### src/design/rtcs_pkg.sv
/*
  Shared constants of the real-time clock block: prescaler values, unlock
  keys, register field positions, alarm mask codes and reset values.
  Assumes every design file imports the whole package.
*/
package rtcs_pkg;

  // ****************************************
  // Prescaler
  // ****************************************
  localparam logic [14:0] PRESC_SYNC_SET = 15'h7fe0;
  localparam logic [14:0] PRESC_ZERO = 15'h0000;
  localparam logic [14:0] PRESC_RESET = 15'h0000;
  localparam int PRESC_HALF_BIT = 14;

  // ****************************************
  // Keyed unlock
  // ****************************************
  localparam logic [31:0] UNLOCK_KEY1 = 32'haa996655;
  localparam logic [31:0] UNLOCK_KEY2 = 32'h556699aa;
  localparam logic [31:0] WREN_SET_VALUE = 32'h00000008;
  localparam int WREN_BIT = 3;
  localparam logic [1:0] UNLOCK_GAP_CYCLES = 2'h1;

  // ****************************************
  // Time and date field positions
  // ****************************************
  localparam int SEC_LO = 8;
  localparam int SEC_HI = 15;
  localparam int MIN_LO = 16;
  localparam int MIN_HI = 23;
  localparam int HOUR_LO = 24;
  localparam int HOUR_HI = 31;
  localparam logic [7:0] SEC_MAX = 8'h59;
  localparam logic [7:0] MIN_MAX = 8'h59;
  localparam logic [7:0] HOUR_MAX = 8'h23;
  localparam logic [31:0] TIME_RESET = 32'h00000000;
  localparam logic [31:0] DATE_RESET = 32'h00010100;

  // ****************************************
  // Calibration
  // ****************************************
  localparam int CAL_WIDTH = 10;
  localparam logic [9:0] CAL_NONE = 10'h000;

  // ****************************************
  // Alarm
  // ****************************************
  localparam logic [3:0] ALARM_DIGIT_MASK_HALF_SEC = 4'h0;
  localparam logic [3:0] ALARM_DIGIT_MASK_SEC = 4'h1;
  localparam logic [3:0] ALARM_DIGIT_MASK_10_SEC = 4'h2;
  localparam logic [3:0] ALARM_DIGIT_MASK_MIN = 4'h3;
  localparam logic [3:0] ALARM_DIGIT_MASK_10_MIN = 4'h4;
  localparam logic [3:0] ALARM_DIGIT_MASK_HOUR = 4'h5;
  localparam logic [3:0] ALARM_DIGIT_MASK_DAY = 4'h6;
  localparam logic [3:0] ALARM_DIGIT_MASK_WEEK = 4'h7;
  localparam logic [3:0] ALARM_DIGIT_MASK_MONTH = 4'h8;
  localparam logic [3:0] ALARM_DIGIT_MASK_YEAR = 4'h9;
  localparam logic [7:0] REPEAT_RESET = 8'h00;
  localparam logic [7:0] REPEAT_ZERO = 8'h00;
  localparam logic [7:0] REPEAT_WRAP = 8'hff;

endpackage

### src/design/rtcs_top.sv
/*
  Real-time clock core: timekeeping clock sampling and gating, prescaler
  with seconds-write reset, safe-access flag, per-minute calibration,
  a BCD time-of-day counter, keyed write enable and the alarm.
  Assumes the timekeeping clock is a slow pin sampled on clk, and that all
  control values and write strobes come from logic on clk.
*/
// Behaviour
// - Safe-access flag sets when enabled and the prescaler reaches 0x7FE0.
// - Flag clears on reset, disable, seconds write, or edge at prescaler zero.
// - Seconds write resets prescaler and half second until a falling edge.
// - Timekeeping clock is held off when disabled or frozen in debug.
// - Register access keeps working while the timekeeping clock is off.
// - Time-keeping counter writes are accepted only with write enable set.
// - Write enable sets only after key one, key two, then set of bit 3.
// - At most one cycle may pass between key two and the set write.
// - A 10-bit signed calibration value is applied once per minute.
// - Negative calibration removes pulses, positive calibration adds them.
// - Seconds write resets calibration progress but keeps its value.
// - Alarm enable bit gates the alarm; the 4-bit digit mask selects which digits match.
// - Alarm flag sets one timekeeping clock after the match is first seen.
// - Alarm with zero repeats and no endless mode clears alarm enable.
// - Repeat count decrements per alarm; zero gives a final alarm then off.
// - Endless mode keeps alarm enabled and wraps repeat count to 0xFF.
// - Safe-access flag stays set for 33 timekeeping clocks in total.
// - Mask codes select half second, second, and up to yearly intervals.
// - Every alarm sets the sticky alarm flag; software clears it.
`timescale 1ns/1ns
`default_nettype none
module rtcs_top
  import rtcs_pkg::*;
(
  input wire logic clk,
  input wire logic rst,
  input wire logic timekeeping_clock,
  input wire logic module_enable,
  input wire logic debug_mode,
  input wire logic debug_freeze,
  input wire logic [9:0] calibration,
  input wire logic time_write,
  input wire logic [31:0] time_wdata,
  input wire logic date_write,
  input wire logic [31:0] date_wdata,
  input wire logic key_write,
  input wire logic [31:0] key_data,
  input wire logic ctrl_set_write,
  input wire logic [31:0] ctrl_set_data,
  input wire logic ctrl_clr_write,
  input wire logic [31:0] ctrl_clr_data,
  input wire logic [31:0] alarm_time,
  input wire logic [31:0] alarm_date,
  input wire logic [3:0] alarm_digit_mask,
  input wire logic alarm_cfg_write,
  input wire logic cfg_alarm_enable,
  input wire logic cfg_endless,
  input wire logic [7:0] cfg_repeat,
  input wire logic alarm_flag_clear,
  output logic [31:0] time_value_reg,
  output logic [31:0] date_value_reg,
  output logic half_second_field,
  output logic safe_access_flag,
  output logic clock_running,
  output logic time_write_enable,
  output logic alarm_enable,
  output logic [7:0] repeat_count,
  output logic alarm_flag
);

  // ****************************************
  // Functions
  // ****************************************
  // BCD increment of one two-digit field with wrap at a maximum.
  function automatic logic [8:0] bcd_inc(input logic [7:0] v,
                                         input logic [7:0] vmax);
    logic [8:0] r;
    r = 9'h000;
    if (v == vmax)
      r = {1'b1, 8'h00};
    else if (v[3:0] == 4'h9)
      r = {1'b0, v[7:4] + 4'h1, 4'h0};
    else
      r = {1'b0, v[7:4], v[3:0] + 4'h1};
    return r;
  endfunction

  // ****************************************
  // Declarations
  // ****************************************
  logic tk_meta;
  logic tk_sync;
  logic tk_prev;
  logic [14:0] presc;
  logic [14:0] next_presc;
  logic presc_rst;
  logic next_presc_rst;
  logic next_sync;
  logic [9:0] cal_left;
  logic [9:0] next_cal_left;
  logic cal_add;
  logic [9:0] cal_mag;
  logic [15:0] presc_sum;
  logic [1:0] presc_step;
  logic [8:0] sec_inc;
  logic [8:0] min_inc;
  logic [8:0] hour_inc;
  logic [31:0] next_time;
  logic [31:0] next_date;

  // ****************************************
  // Timekeeping clock sampling and gating
  // ****************************************
  // The crystal clock is slow, so sampling it beats a second domain here.
  wire tk_rise = tk_sync && !tk_prev;
  wire tk_fall = !tk_sync && tk_prev;
  wire run = module_enable && !(debug_mode && debug_freeze);
  wire seconds_write = time_write && time_write_enable;
  wire presc_hold = seconds_write || presc_rst;
  wire tick = tk_rise && run && !presc_hold;

  always_ff @(posedge clk)
  begin
    if (rst)
    begin
      tk_meta <= 1'b0;
      tk_sync <= 1'b0;
      tk_prev <= 1'b0;
      clock_running <= 1'b0;
    end
    else
    begin
      tk_meta <= timekeeping_clock;
      tk_sync <= tk_meta;
      tk_prev <= tk_sync;
      clock_running <= run;
    end
  end

  // ****************************************
  // Prescaler and its seconds-write reset
  // ****************************************
  // Held reset is released only by a falling edge, so the first count
  // after a seconds write comes from a complete crystal period.
  assign next_presc_rst = seconds_write ? 1'b1 :
                          tk_fall ? 1'b0 : presc_rst;

  assign presc_step = (cal_left == CAL_NONE) ? 2'h1 :
                      cal_add ? 2'h2 : 2'h0;
  assign presc_sum = {1'b0, presc} + {14'h0000, presc_step};
  wire sec_roll = tick && presc_sum[15];
  wire min_roll = sec_roll && sec_inc[8];

  assign next_presc = presc_hold ? PRESC_RESET :
                      tick ? presc_sum[14:0] : presc;

  always_ff @(posedge clk)
  begin
    if (rst)
    begin
      presc <= PRESC_RESET;
      presc_rst <= 1'b0;
    end
    else
    begin
      presc <= next_presc;
      presc_rst <= next_presc_rst;
    end
  end

  assign half_second_field = presc[PRESC_HALF_BIT];

  // ****************************************
  // Safe-access flag
  // ****************************************
  // Set at 0x7FE0, held through the rollover to zero, then cleared on the
  // next edge that finds the prescaler at zero: 33 timekeeping clocks.
  wire sync_clear = !module_enable || seconds_write ||
                    (tick && presc == PRESC_ZERO);
  wire sync_set = module_enable && presc == PRESC_SYNC_SET;

  assign next_sync = sync_clear ? 1'b0 :
                     sync_set ? 1'b1 : safe_access_flag;

  always_ff @(posedge clk)
  begin
    if (rst)
      safe_access_flag <= 1'b0;
    else
      safe_access_flag <= next_sync;
  end

  // ****************************************
  // Calibration
  // ****************************************
  // The adjustment starts at each minute rollover. A positive value steps
  // the prescaler twice per edge, a negative one stalls it for one edge,
  // per pulse. The largest magnitude, 512, still fits the counter.
  assign cal_mag = calibration[CAL_WIDTH-1] ?
                   10'(~calibration + 10'h001) : calibration;

  assign next_cal_left = seconds_write ? CAL_NONE :
                         min_roll ? cal_mag :
                         (tick && cal_left != CAL_NONE) ?
                         cal_left - 10'h001 : cal_left;

  always_ff @(posedge clk)
  begin
    if (rst)
    begin
      cal_left <= CAL_NONE;
      cal_add <= 1'b0;
    end
    else
    begin
      cal_left <= next_cal_left;
      if (min_roll)
        cal_add <= !calibration[CAL_WIDTH-1];
    end
  end

  // ****************************************
  // Time-of-day and date registers
  // ****************************************
  // Only seconds, minutes and hours count here; the date is held as
  // written and carries no day rollover.
  assign sec_inc = bcd_inc(time_value_reg[SEC_HI:SEC_LO], SEC_MAX);
  assign min_inc = bcd_inc(time_value_reg[MIN_HI:MIN_LO], MIN_MAX);
  assign hour_inc = bcd_inc(time_value_reg[HOUR_HI:HOUR_LO], HOUR_MAX);

  assign next_time =
    seconds_write ? time_wdata :
    !sec_roll ? time_value_reg :
    !sec_inc[8] ? {time_value_reg[31:16], sec_inc[7:0], 8'h00} :
    !min_inc[8] ? {time_value_reg[31:24], min_inc[7:0], 16'h0000} :
    {hour_inc[7:0], 24'h000000};

  assign next_date = (date_write && time_write_enable) ?
                     date_wdata : date_value_reg;

  always_ff @(posedge clk)
  begin
    if (rst)
    begin
      time_value_reg <= TIME_RESET;
      date_value_reg <= DATE_RESET;
    end
    else
    begin
      time_value_reg <= next_time;
      date_value_reg <= next_date;
    end
  end

  // ****************************************
  // Keyed write enable
  // ****************************************
  wire other_write = time_write || date_write || alarm_cfg_write;

  rtcs_unlock u_unlock (
    .clk(clk),
    .rst(rst),
    .key_write(key_write),
    .key_data(key_data),
    .ctrl_set_write(ctrl_set_write),
    .ctrl_set_data(ctrl_set_data),
    .ctrl_clr_write(ctrl_clr_write),
    .ctrl_clr_data(ctrl_clr_data),
    .other_write(other_write),
    .time_write_enable(time_write_enable)
  );

  // ****************************************
  // Alarm
  // ****************************************
  wire half_start = (presc[PRESC_HALF_BIT-1:0] == 14'h0000);
  wire sec_start = (presc == PRESC_ZERO);

  rtcs_alarm u_alarm (
    .clk(clk),
    .rst(rst),
    .tick(tick),
    .half_start(half_start),
    .sec_start(sec_start),
    .time_now(time_value_reg),
    .date_now(date_value_reg),
    .alarm_time(alarm_time),
    .alarm_date(alarm_date),
    .alarm_digit_mask(alarm_digit_mask),
    .alarm_cfg_write(alarm_cfg_write),
    .cfg_alarm_enable(cfg_alarm_enable),
    .cfg_endless(cfg_endless),
    .cfg_repeat(cfg_repeat),
    .alarm_flag_clear(alarm_flag_clear),
    .alarm_enable(alarm_enable),
    .repeat_count(repeat_count),
    .alarm_flag(alarm_flag)
  );

endmodule
`default_nettype wire

### src/design/rtcs_unlock.sv
/*
  Keyed write-enable for the time-keeping registers: two keys on the key
  port, then a set write of the enable bit within the allowed gap.
  Assumes all bus write strobes are one-cycle pulses on clk.
*/
`timescale 1ns/1ns
`default_nettype none
module rtcs_unlock
  import rtcs_pkg::*;
(
  input wire logic clk,
  input wire logic rst,
  input wire logic key_write,
  input wire logic [31:0] key_data,
  input wire logic ctrl_set_write,
  input wire logic [31:0] ctrl_set_data,
  input wire logic ctrl_clr_write,
  input wire logic [31:0] ctrl_clr_data,
  input wire logic other_write,
  output logic time_write_enable
);

  // ****************************************
  // Sequence state
  // ****************************************
  typedef enum logic [2:0] {
    RTCS_UL_IDLE = 3'b001,
    RTCS_UL_KEY1 = 3'b010,
    RTCS_UL_KEY2 = 3'b100
  } rtcs_ul_state_t;

  rtcs_ul_state_t state;
  rtcs_ul_state_t next_state;
  logic [1:0] gap;
  logic next_wren;

  wire key1_hit = key_write && (key_data == UNLOCK_KEY1);
  wire key2_hit = key_write && (key_data == UNLOCK_KEY2);
  wire set_hit = ctrl_set_write && (ctrl_set_data == WREN_SET_VALUE);
  wire any_write = key_write || ctrl_set_write || ctrl_clr_write ||
                   other_write;
  wire unlock_ok = (state == RTCS_UL_KEY2) && set_hit;
  wire clr_hit = ctrl_clr_write && ctrl_clr_data[WREN_BIT];

  always_comb
  begin
    next_state = state;
    case (state)
      RTCS_UL_IDLE:
        if (key1_hit)
          next_state = RTCS_UL_KEY1;
      RTCS_UL_KEY1:
        if (key2_hit)
          next_state = RTCS_UL_KEY2;
        else if (key1_hit)
          next_state = RTCS_UL_KEY1;
        else if (any_write)
          next_state = RTCS_UL_IDLE;
      RTCS_UL_KEY2:
        if (any_write || gap == UNLOCK_GAP_CYCLES)
          next_state = key1_hit ? RTCS_UL_KEY1 : RTCS_UL_IDLE;
      default:
        next_state = RTCS_UL_IDLE;
    endcase
  end

  // Clearing always wins so software can relock in any state.
  assign next_wren = clr_hit ? 1'b0 :
                     unlock_ok ? 1'b1 : time_write_enable;

  always_ff @(posedge clk)
  begin
    if (rst)
    begin
      state <= RTCS_UL_IDLE;
      gap <= 2'h0;
      time_write_enable <= 1'b0;
    end
    else
    begin
      state <= next_state;
      gap <= (state == RTCS_UL_KEY2) ? gap + 2'h1 : 2'h0;
      time_write_enable <= next_wren;
    end
  end

endmodule
`default_nettype wire

### src/design/rtcs_alarm.sv
/*
  Alarm comparator with digit mask, one-time, repeat and endless modes
  and the sticky alarm flag. Assumes tick is a one-cycle pulse per
  timekeeping clock edge and that the time and date inputs are registered.
*/
`timescale 1ns/1ns
`default_nettype none
module rtcs_alarm
  import rtcs_pkg::*;
(
  input wire logic clk,
  input wire logic rst,
  input wire logic tick,
  input wire logic half_start,
  input wire logic sec_start,
  input wire logic [31:0] time_now,
  input wire logic [31:0] date_now,
  input wire logic [31:0] alarm_time,
  input wire logic [31:0] alarm_date,
  input wire logic [3:0] alarm_digit_mask,
  input wire logic alarm_cfg_write,
  input wire logic cfg_alarm_enable,
  input wire logic cfg_endless,
  input wire logic [7:0] cfg_repeat,
  input wire logic alarm_flag_clear,
  output logic alarm_enable,
  output logic [7:0] repeat_count,
  output logic alarm_flag
);

  logic [31:0] tmask;
  logic [31:0] dmask;
  logic endless;
  logic cmp_prev;
  logic pending;

  assign tmask = (alarm_digit_mask == ALARM_DIGIT_MASK_10_SEC) ? 32'h00000f00 :
                 (alarm_digit_mask == ALARM_DIGIT_MASK_MIN) ? 32'h0000ff00 :
                 (alarm_digit_mask == ALARM_DIGIT_MASK_10_MIN) ? 32'h000fff00 :
                 (alarm_digit_mask == ALARM_DIGIT_MASK_HOUR) ? 32'h00ffff00 :
                 (alarm_digit_mask >= ALARM_DIGIT_MASK_DAY &&
                  alarm_digit_mask <= ALARM_DIGIT_MASK_YEAR) ? 32'hffffff00 :
                 32'h00000000;
  assign dmask = (alarm_digit_mask == ALARM_DIGIT_MASK_WEEK) ? 32'h0000000f :
                 (alarm_digit_mask == ALARM_DIGIT_MASK_MONTH) ? 32'h0000ff00 :
                 (alarm_digit_mask == ALARM_DIGIT_MASK_YEAR) ? 32'h00ffff00 :
                 32'h00000000;

  wire cmp = (((time_now ^ alarm_time) & tmask) == 32'h0) &&
             (((date_now ^ alarm_date) & dmask) == 32'h0);
  wire hit = (alarm_digit_mask == ALARM_DIGIT_MASK_HALF_SEC) ? half_start :
             (alarm_digit_mask == ALARM_DIGIT_MASK_SEC) ? sec_start :
             (cmp && !cmp_prev);
  wire fire = tick && pending;
  wire last = (repeat_count == REPEAT_ZERO);

  always_ff @(posedge clk)
  begin
    if (rst)
    begin
      alarm_enable <= 1'b0;
      endless <= 1'b0;
      repeat_count <= REPEAT_RESET;
      cmp_prev <= 1'b0;
      pending <= 1'b0;
      alarm_flag <= 1'b0;
    end
    else
    begin
      if (tick)
        cmp_prev <= cmp;
      if (alarm_cfg_write)
      begin
        alarm_enable <= cfg_alarm_enable;
        endless <= cfg_endless;
        repeat_count <= cfg_repeat;
        pending <= 1'b0;
      end
      else if (tick)
      begin
        pending <= alarm_enable && hit && !fire;
        if (fire)
        begin
          repeat_count <= repeat_count - 8'h01;
          if (last && !endless)
          begin
            alarm_enable <= 1'b0;
            repeat_count <= REPEAT_ZERO;
          end
        end
      end
      // The event wins over a clear arriving in the same cycle.
      if (fire)
        alarm_flag <= 1'b1;
      else if (alarm_flag_clear)
        alarm_flag <= 1'b0;
    end
  end

endmodule
`default_nettype wire

### config.mk
export PLATFORM = sky130hd
export DESIGN_NAME = rtcs_top
export DESIGN_NICKNAME = d
export VERILOG_FILES = /design/src/design/rtcs_pkg.sv /design/src/design/rtcs_top.sv /design/src/design/rtcs_unlock.sv /design/src/design/rtcs_alarm.sv
export SDC_FILE = /design/constraint.sdc
export NUM_CORES = 1
export LEC_CHECK = 0
export BUFFER_PORTS_ARGS = -buffer_cell sky130_fd_sc_hd__buf_2
export CAP_MARGIN = 20
export CORE_ASPECT_RATIO = 0.7
export CORE_MARGIN = 5
export CORE_UTILIZATION = 47
export CTS_BUF_LIST = sky130_fd_sc_hd__clkbuf_16
export CTS_CLUSTER_DIAMETER = 150
export DETAILED_ROUTE_END_ITERATION = 16
export PLACE_DENSITY = 0.8
export SYNTH_ARGS = -nofsm -noshare
export SYNTH_HDL_FRONTEND = slang
export SYNTH_HIERARCHICAL = 1
export SYNTH_SLANG_ARGS = --single-unit
### constraint.sdc
create_clock -name clk -period 3.7 [get_ports clk]
set_clock_uncertainty 0.15 [all_clocks]
set_input_delay 0.185 -clock clk [delete_from_list [all_inputs] [get_ports clk]]
set_output_delay 0.185 -clock clk [all_outputs]
set_load 0.01 [all_outputs]
Yosys cells after proc, flatten, opt, wreduce, memory -nomap -nowiden:

Cells that the tools add are included.
W data, S select, Z words.

* add/subtract/negate cells: 11
* magnitude comparators: 2
* equal/unequal tests: 25
* mux-type cells: 44
* bitwise gates (word level): 6
* reduce and logical (&&, ||, !) cells: 77

Operator list (number)
* $mux W32: 11
* $and A32 B32 Y32: 2
* $logic_not A32 Y1: 2
* $mux W8: 8
* $xor A32 B32 Y32: 2
* $eq A32 B31 Y1 const B: 1
* $eq A32 B32 Y1 const B: 1
* $eq A32 B4 Y1 const B: 1
* $mux W10: 3
* $logic_and A1 B1 Y1: 25
* $add A4 B1 Y4 const B: 6
* $mux W24: 1
* $eq A4 B4 Y1 const B: 5
* $mux W9: 2
* $reduce_bool A2 Y1: 9
* $add A15 B2 Y16: 1
* $eq A8 B7 Y1 const B: 2
* $eq A15 B15 Y1 const B: 1
* $logic_not A15 Y1: 1
* $mux W3: 5
* $logic_not A14 Y1: 1
* $eq A4 B3 Y1 const B: 3
* $reduce_and A3 Y1: 4
* $reduce_or A2 Y1: 6
* other kinds (30): 62

* register bits after elaboration: 115
* input port bits: 261
* output and inout bits: 78
* word-level logic and storage cells: 190

Depth between registers and ports, before layout:

* depth after elaboration: 15
* depth in mapped cells: 15

By module:

The synthesis kept the hierarchy.

By module, submodules not included
* rtcs_top: instances 1, cells an instance 605, area an instance 4873.4 um2, seq. area each 1921.8 um2
* rtcs_alarm: instances 1, cells an instance 162, area an instance 1301.2 um2, seq. area each 260.2 um2
* rtcs_unlock: instances 1, cells an instance 59, area an instance 543.0 um2, seq. area each 120.1 um2

Worst setup path before layout:

No wires, ideal clock.

* kind: reg2reg
* start point: register cal_left[0]
* end point: register time_value_reg[11]
* setup time: 91 ps
* arrival time: 2996 ps
* required time: 3459 ps
* slack: 463 ps
* stages on the path, launching flop included: 15
* path buffers: 2
* path through: dfxtp_1 inv_1 ha_1 or4b_4 or3_4 nand2_1 inv_1 ha_1 a21o_1 and4_1 buf_2 nand2_2 buf_6 or3_1 a311oi_1

* word-level cells in the longest chain between the ends: 5

RTL lines
* from (decl): RTL line rtcs_top.sv:97 `logic [9:0] cal_left;`
* from (signal assigned): RTL line rtcs_top.sv:214 `cal_left <= next_cal_left;`
* $logic_not A10 Y1: RTL line rtcs_top.sv:146 `assign presc_step = (cal_left == CAL_NONE) ? 2'h1 :`
* $mux W2: RTL line rtcs_top.sv:146
* $add A15 B2 Y16: RTL line rtcs_top.sv:148 `assign presc_sum = {1'b0, presc} + {14'h0000, presc_step};`
* $logic_and A1 B1 Y1: RTL line rtcs_top.sv:149 `wire sec_roll = tick && presc_sum[15];`
* $reduce_bool A2 Y1 (no source line)
* to (signal assigned): RTL line rtcs_top.sv:248 `time_value_reg <= next_time;`
* to (decl): RTL line rtcs_top.sv:58 `output logic [31:0] time_value_reg,`

No other way between the ends.
A chain may end at the register's enable or synchronous reset.

Final worst setup path:

* start point: register cal_left[0]
* end point: register time_value_reg[16]

* word-level cells in the longest chain between the ends: 6

RTL lines (RTL line)
* $logic_not A10 Y1: rtcs_top.sv:146
* $mux W2: rtcs_top.sv:146
* $add A15 B2 Y16: rtcs_top.sv:148
* $logic_and A1 B1 Y1: rtcs_top.sv:149
* $reduce_bool A2 Y1 (no source line)
* $reduce_and A2 Y1 (no source line)

No other way between the ends.

==> results.ini <==
[final_layout]
fin_util_pct=69.4
nets=1455
drive_gt1_share_pct=29.9
layout-area-overhead-vs-synth_pct=44.3

[die]
core_area_sq_mm=0.0140
start_util_pct=48.1
io_pins=339
die-area_sq_mm=0.0168
rows=36
die_h_um=110
die_x_um=153

[synthesis]
synthFlopType=dfxtp_1
synthCells=826
synth_largest_area_cell=dfxtp_1
synth_area_sq_mm=0.00672
synthTopCellsByArea=dfxtp_1, xnor2_1, nand2_1
synth.avg_cell_area_sq_um=8.13
yosysWarnings=6
ys_ff_latch=115
yosysUniqueCellTypes=76
synth_edf_count=0
async_reset_ff_share_pct=0
synth_top_area_share_pct=34.3
seq_area_frac_synth_pct=34.3
synth_fp_nets=1106

[clocking]
clkTransAtPathRegs_ps=60
max-clock-path-buffers=2
ctsRootBufferMaster=clkbuf_16
postCtsSetupBuffers=0
h-tree-depth=4
cts_tree=done
cts.sinks=115
insertion_delay_ps=410
cts_buffers=17

[power]
p_per_area_mw_per_mm2=338
ir_drop_v=0.000298
p_leak_nw=4.01

[route]
via_per_inst=5.60
post-route-drc-count=0
via_count=7733
wl_per_cell_um=17.5
drt_pass1_iterations=5
ant_nets=0
routed_wl_mm=24.1
drt_iter0_markers=507

[sta]
min_period_ps=3490
finalSetupViolCount=0
fmax_mhz=286
finalSetupTns_ps=0
tightest_slew_ps=697
period_share_pct=94.4
rsz0062_at_grt=no
max_slew_margin_pct=53.4
finalMaxSlewViolations=0
hold_viol=0

[setup_path]
end_kind=flop
slowest_stage=or4b_4
cp_max_fo=8
arrival_ps=3660
cp_top_family=simple AND/OR/NAND/NOR gates
slowest_delay_ps=480
crit_buf_inv=2
crit_chain=inv_1 > ha_1 > or4b_4 > or3_4 > nand2_1 > inv_1 > ha_1 > a21o_1 > and4_2 > nand3_2 > or3_1 > a311oi_1
crit_type=flop to flop
worstSetupStartpointType=flop
worstPathRequired_ps=3870

[grt]
grt_max_degree=58
antenna_found_initial=0
overflow=0
first_global_vias=7576
grt_pass1_wl_mm=37.9
grt_usage_pct=27.5

[run]
drv_cap=0

[outcome]
status=finished, final reports clean

[place]
gp_congestion=0.944
portBuffers=287
hpwl_mm=16.2

[min_path]
hp-class=input port to flop

synthesized netlist by cell type (13+ instances only):
master / n
nor4_1: 21
a211oi_1: 15
nor2_1: 65
dfxtp_1: 115
nand3_1: 31
nand2_1: 106
nand4_1: 26
clkbuf_1: 32
o21ai_0: 23
xor2_1: 13
nor3_1: 29
xnor2_1: 60
nor2b_1: 15
or3_1: 14
ha_1: 18
a21oi_1: 60
inv_1: 22
per-stage QoR:
stage / power [W] / instances / cell area (sq um) / setup slack [ps] / hold slack [ps]
final: 0.00328 / 1380 / 9700 / 206 / 5.95
after global routing: 0.00339 / 1378 / 9690 / 21.6 / 38.8
after CTS: 0.00328 / 1376 / 9620 / 140 / 0.0821
after detailed placement: 0.00158 / 1269 / 8280 / 159 / 231
after global placement: 0.00157 / 1269 / 8280 / 241 / 224
after floorplan: 0.00141 / 826 / 6720 / 463 / 107
power breakdown:
group | internal, W | total [W] | switching (W)
clock | 0.00105 | 0.00165 | 0.000604
sequential | 0.00125 | 0.00127 | 0.0000157
combinational | 0.000198 | 0.000358 | 0.000160
total | 0.00250 | 0.00328 | 0.000779
repair_timing:
item | CTS | global route
resized for setup | 0 | 3
hold endpoints to repair | 73 | 0
setup endpoints to repair | 0 | 7
hold buffers | 75 | 0
final timing paths:
| check | endpoint | startpoint | cells after the start | slack, ps |
|---|---|---|---|---|
| max | time_value_reg[16] | cal_left[0] | 12 | 210 |
| max reg2reg | time_value_reg[16] | cal_left[0] | 12 | 210 |
| min | time_value_reg[14] | time_wdata[14] | 3 | 6 |
| min reg2reg | u_unlock/gap[0] | u_unlock/gap[0] | 1 | 290 |
worst reg2reg max path, stage by stage (launching register included):
cell	delay, ps
dfxtp_1	340
inv_1	70
ha_1	190
or4b_4	480
or3_4	400
nand2_1	120
inv_1	60
ha_1	260
a21o_1	160
and4_2	360
nand3_2	180
or3_1	390
a311oi_1	250
layout make-up:
cell class / instances / area [sq um]
antenna: 2 / 5.00
clock buffer: 17 / 425
clock inverter: 15 / 168
fill: 1076 / 4270
inverter: 23 / 87.6
multi-input combinational: 645 / 4160
sequential: 115 / 2300
tap: 190 / 238
timing repair buffer: 373 / 2310
per-layer routing:
metal | part of all wire, % | wire (um) | up-vias | global-route usage (%)
met5 | 0 | 0 | - | 0
li1 | - | - | 3700 | -
met3 | 8.3 | 2010 | 57 | 6.94
met1 | 41 | 9920 | 3561 | 34.0
met4 | 2.7 | 659 | 0 | 10.0
met2 | 48 | 11500 | 415 | 47.3
cell usage in the layout (no fill, tap or decap), types with 26 or more instances in the layout:
| master | instances |
|---|---|
| nand4_1 | 26 |
| nor3_1 | 29 |
| buf_2 | 286 |
| a21oi_1 | 60 |
| dlygate4sd3_1 | 75 |
| dfxtp_1 | 115 |
| nor2_1 | 65 |
| nand2_1 | 106 |
| xnor2_1 | 60 |
| nand3_1 | 31 |
kinds of logic (layout without fill, tap and decap cells):
| family | count (synthesis) | in the layout | synth area share, % |
|---|---|---|---|
| AOI/OAI and AO/OA | 148 | 148 | 14.4 |
| xor gates and xnor gates | 73 | 73 | 9.52 |
| adders and majority gates | 19 | 19 | 3.65 |
| buffers and inverters | 66 | 428 | 4.06 |
| DFF | 115 | 115 | 34.3 |
| muxes | 10 | 10 | 1.51 |
| other | 0 | 2 | 0 |
| and+or+nand+nor | 395 | 395 | 32.6 |
Power figures use the tool's default switching activity.
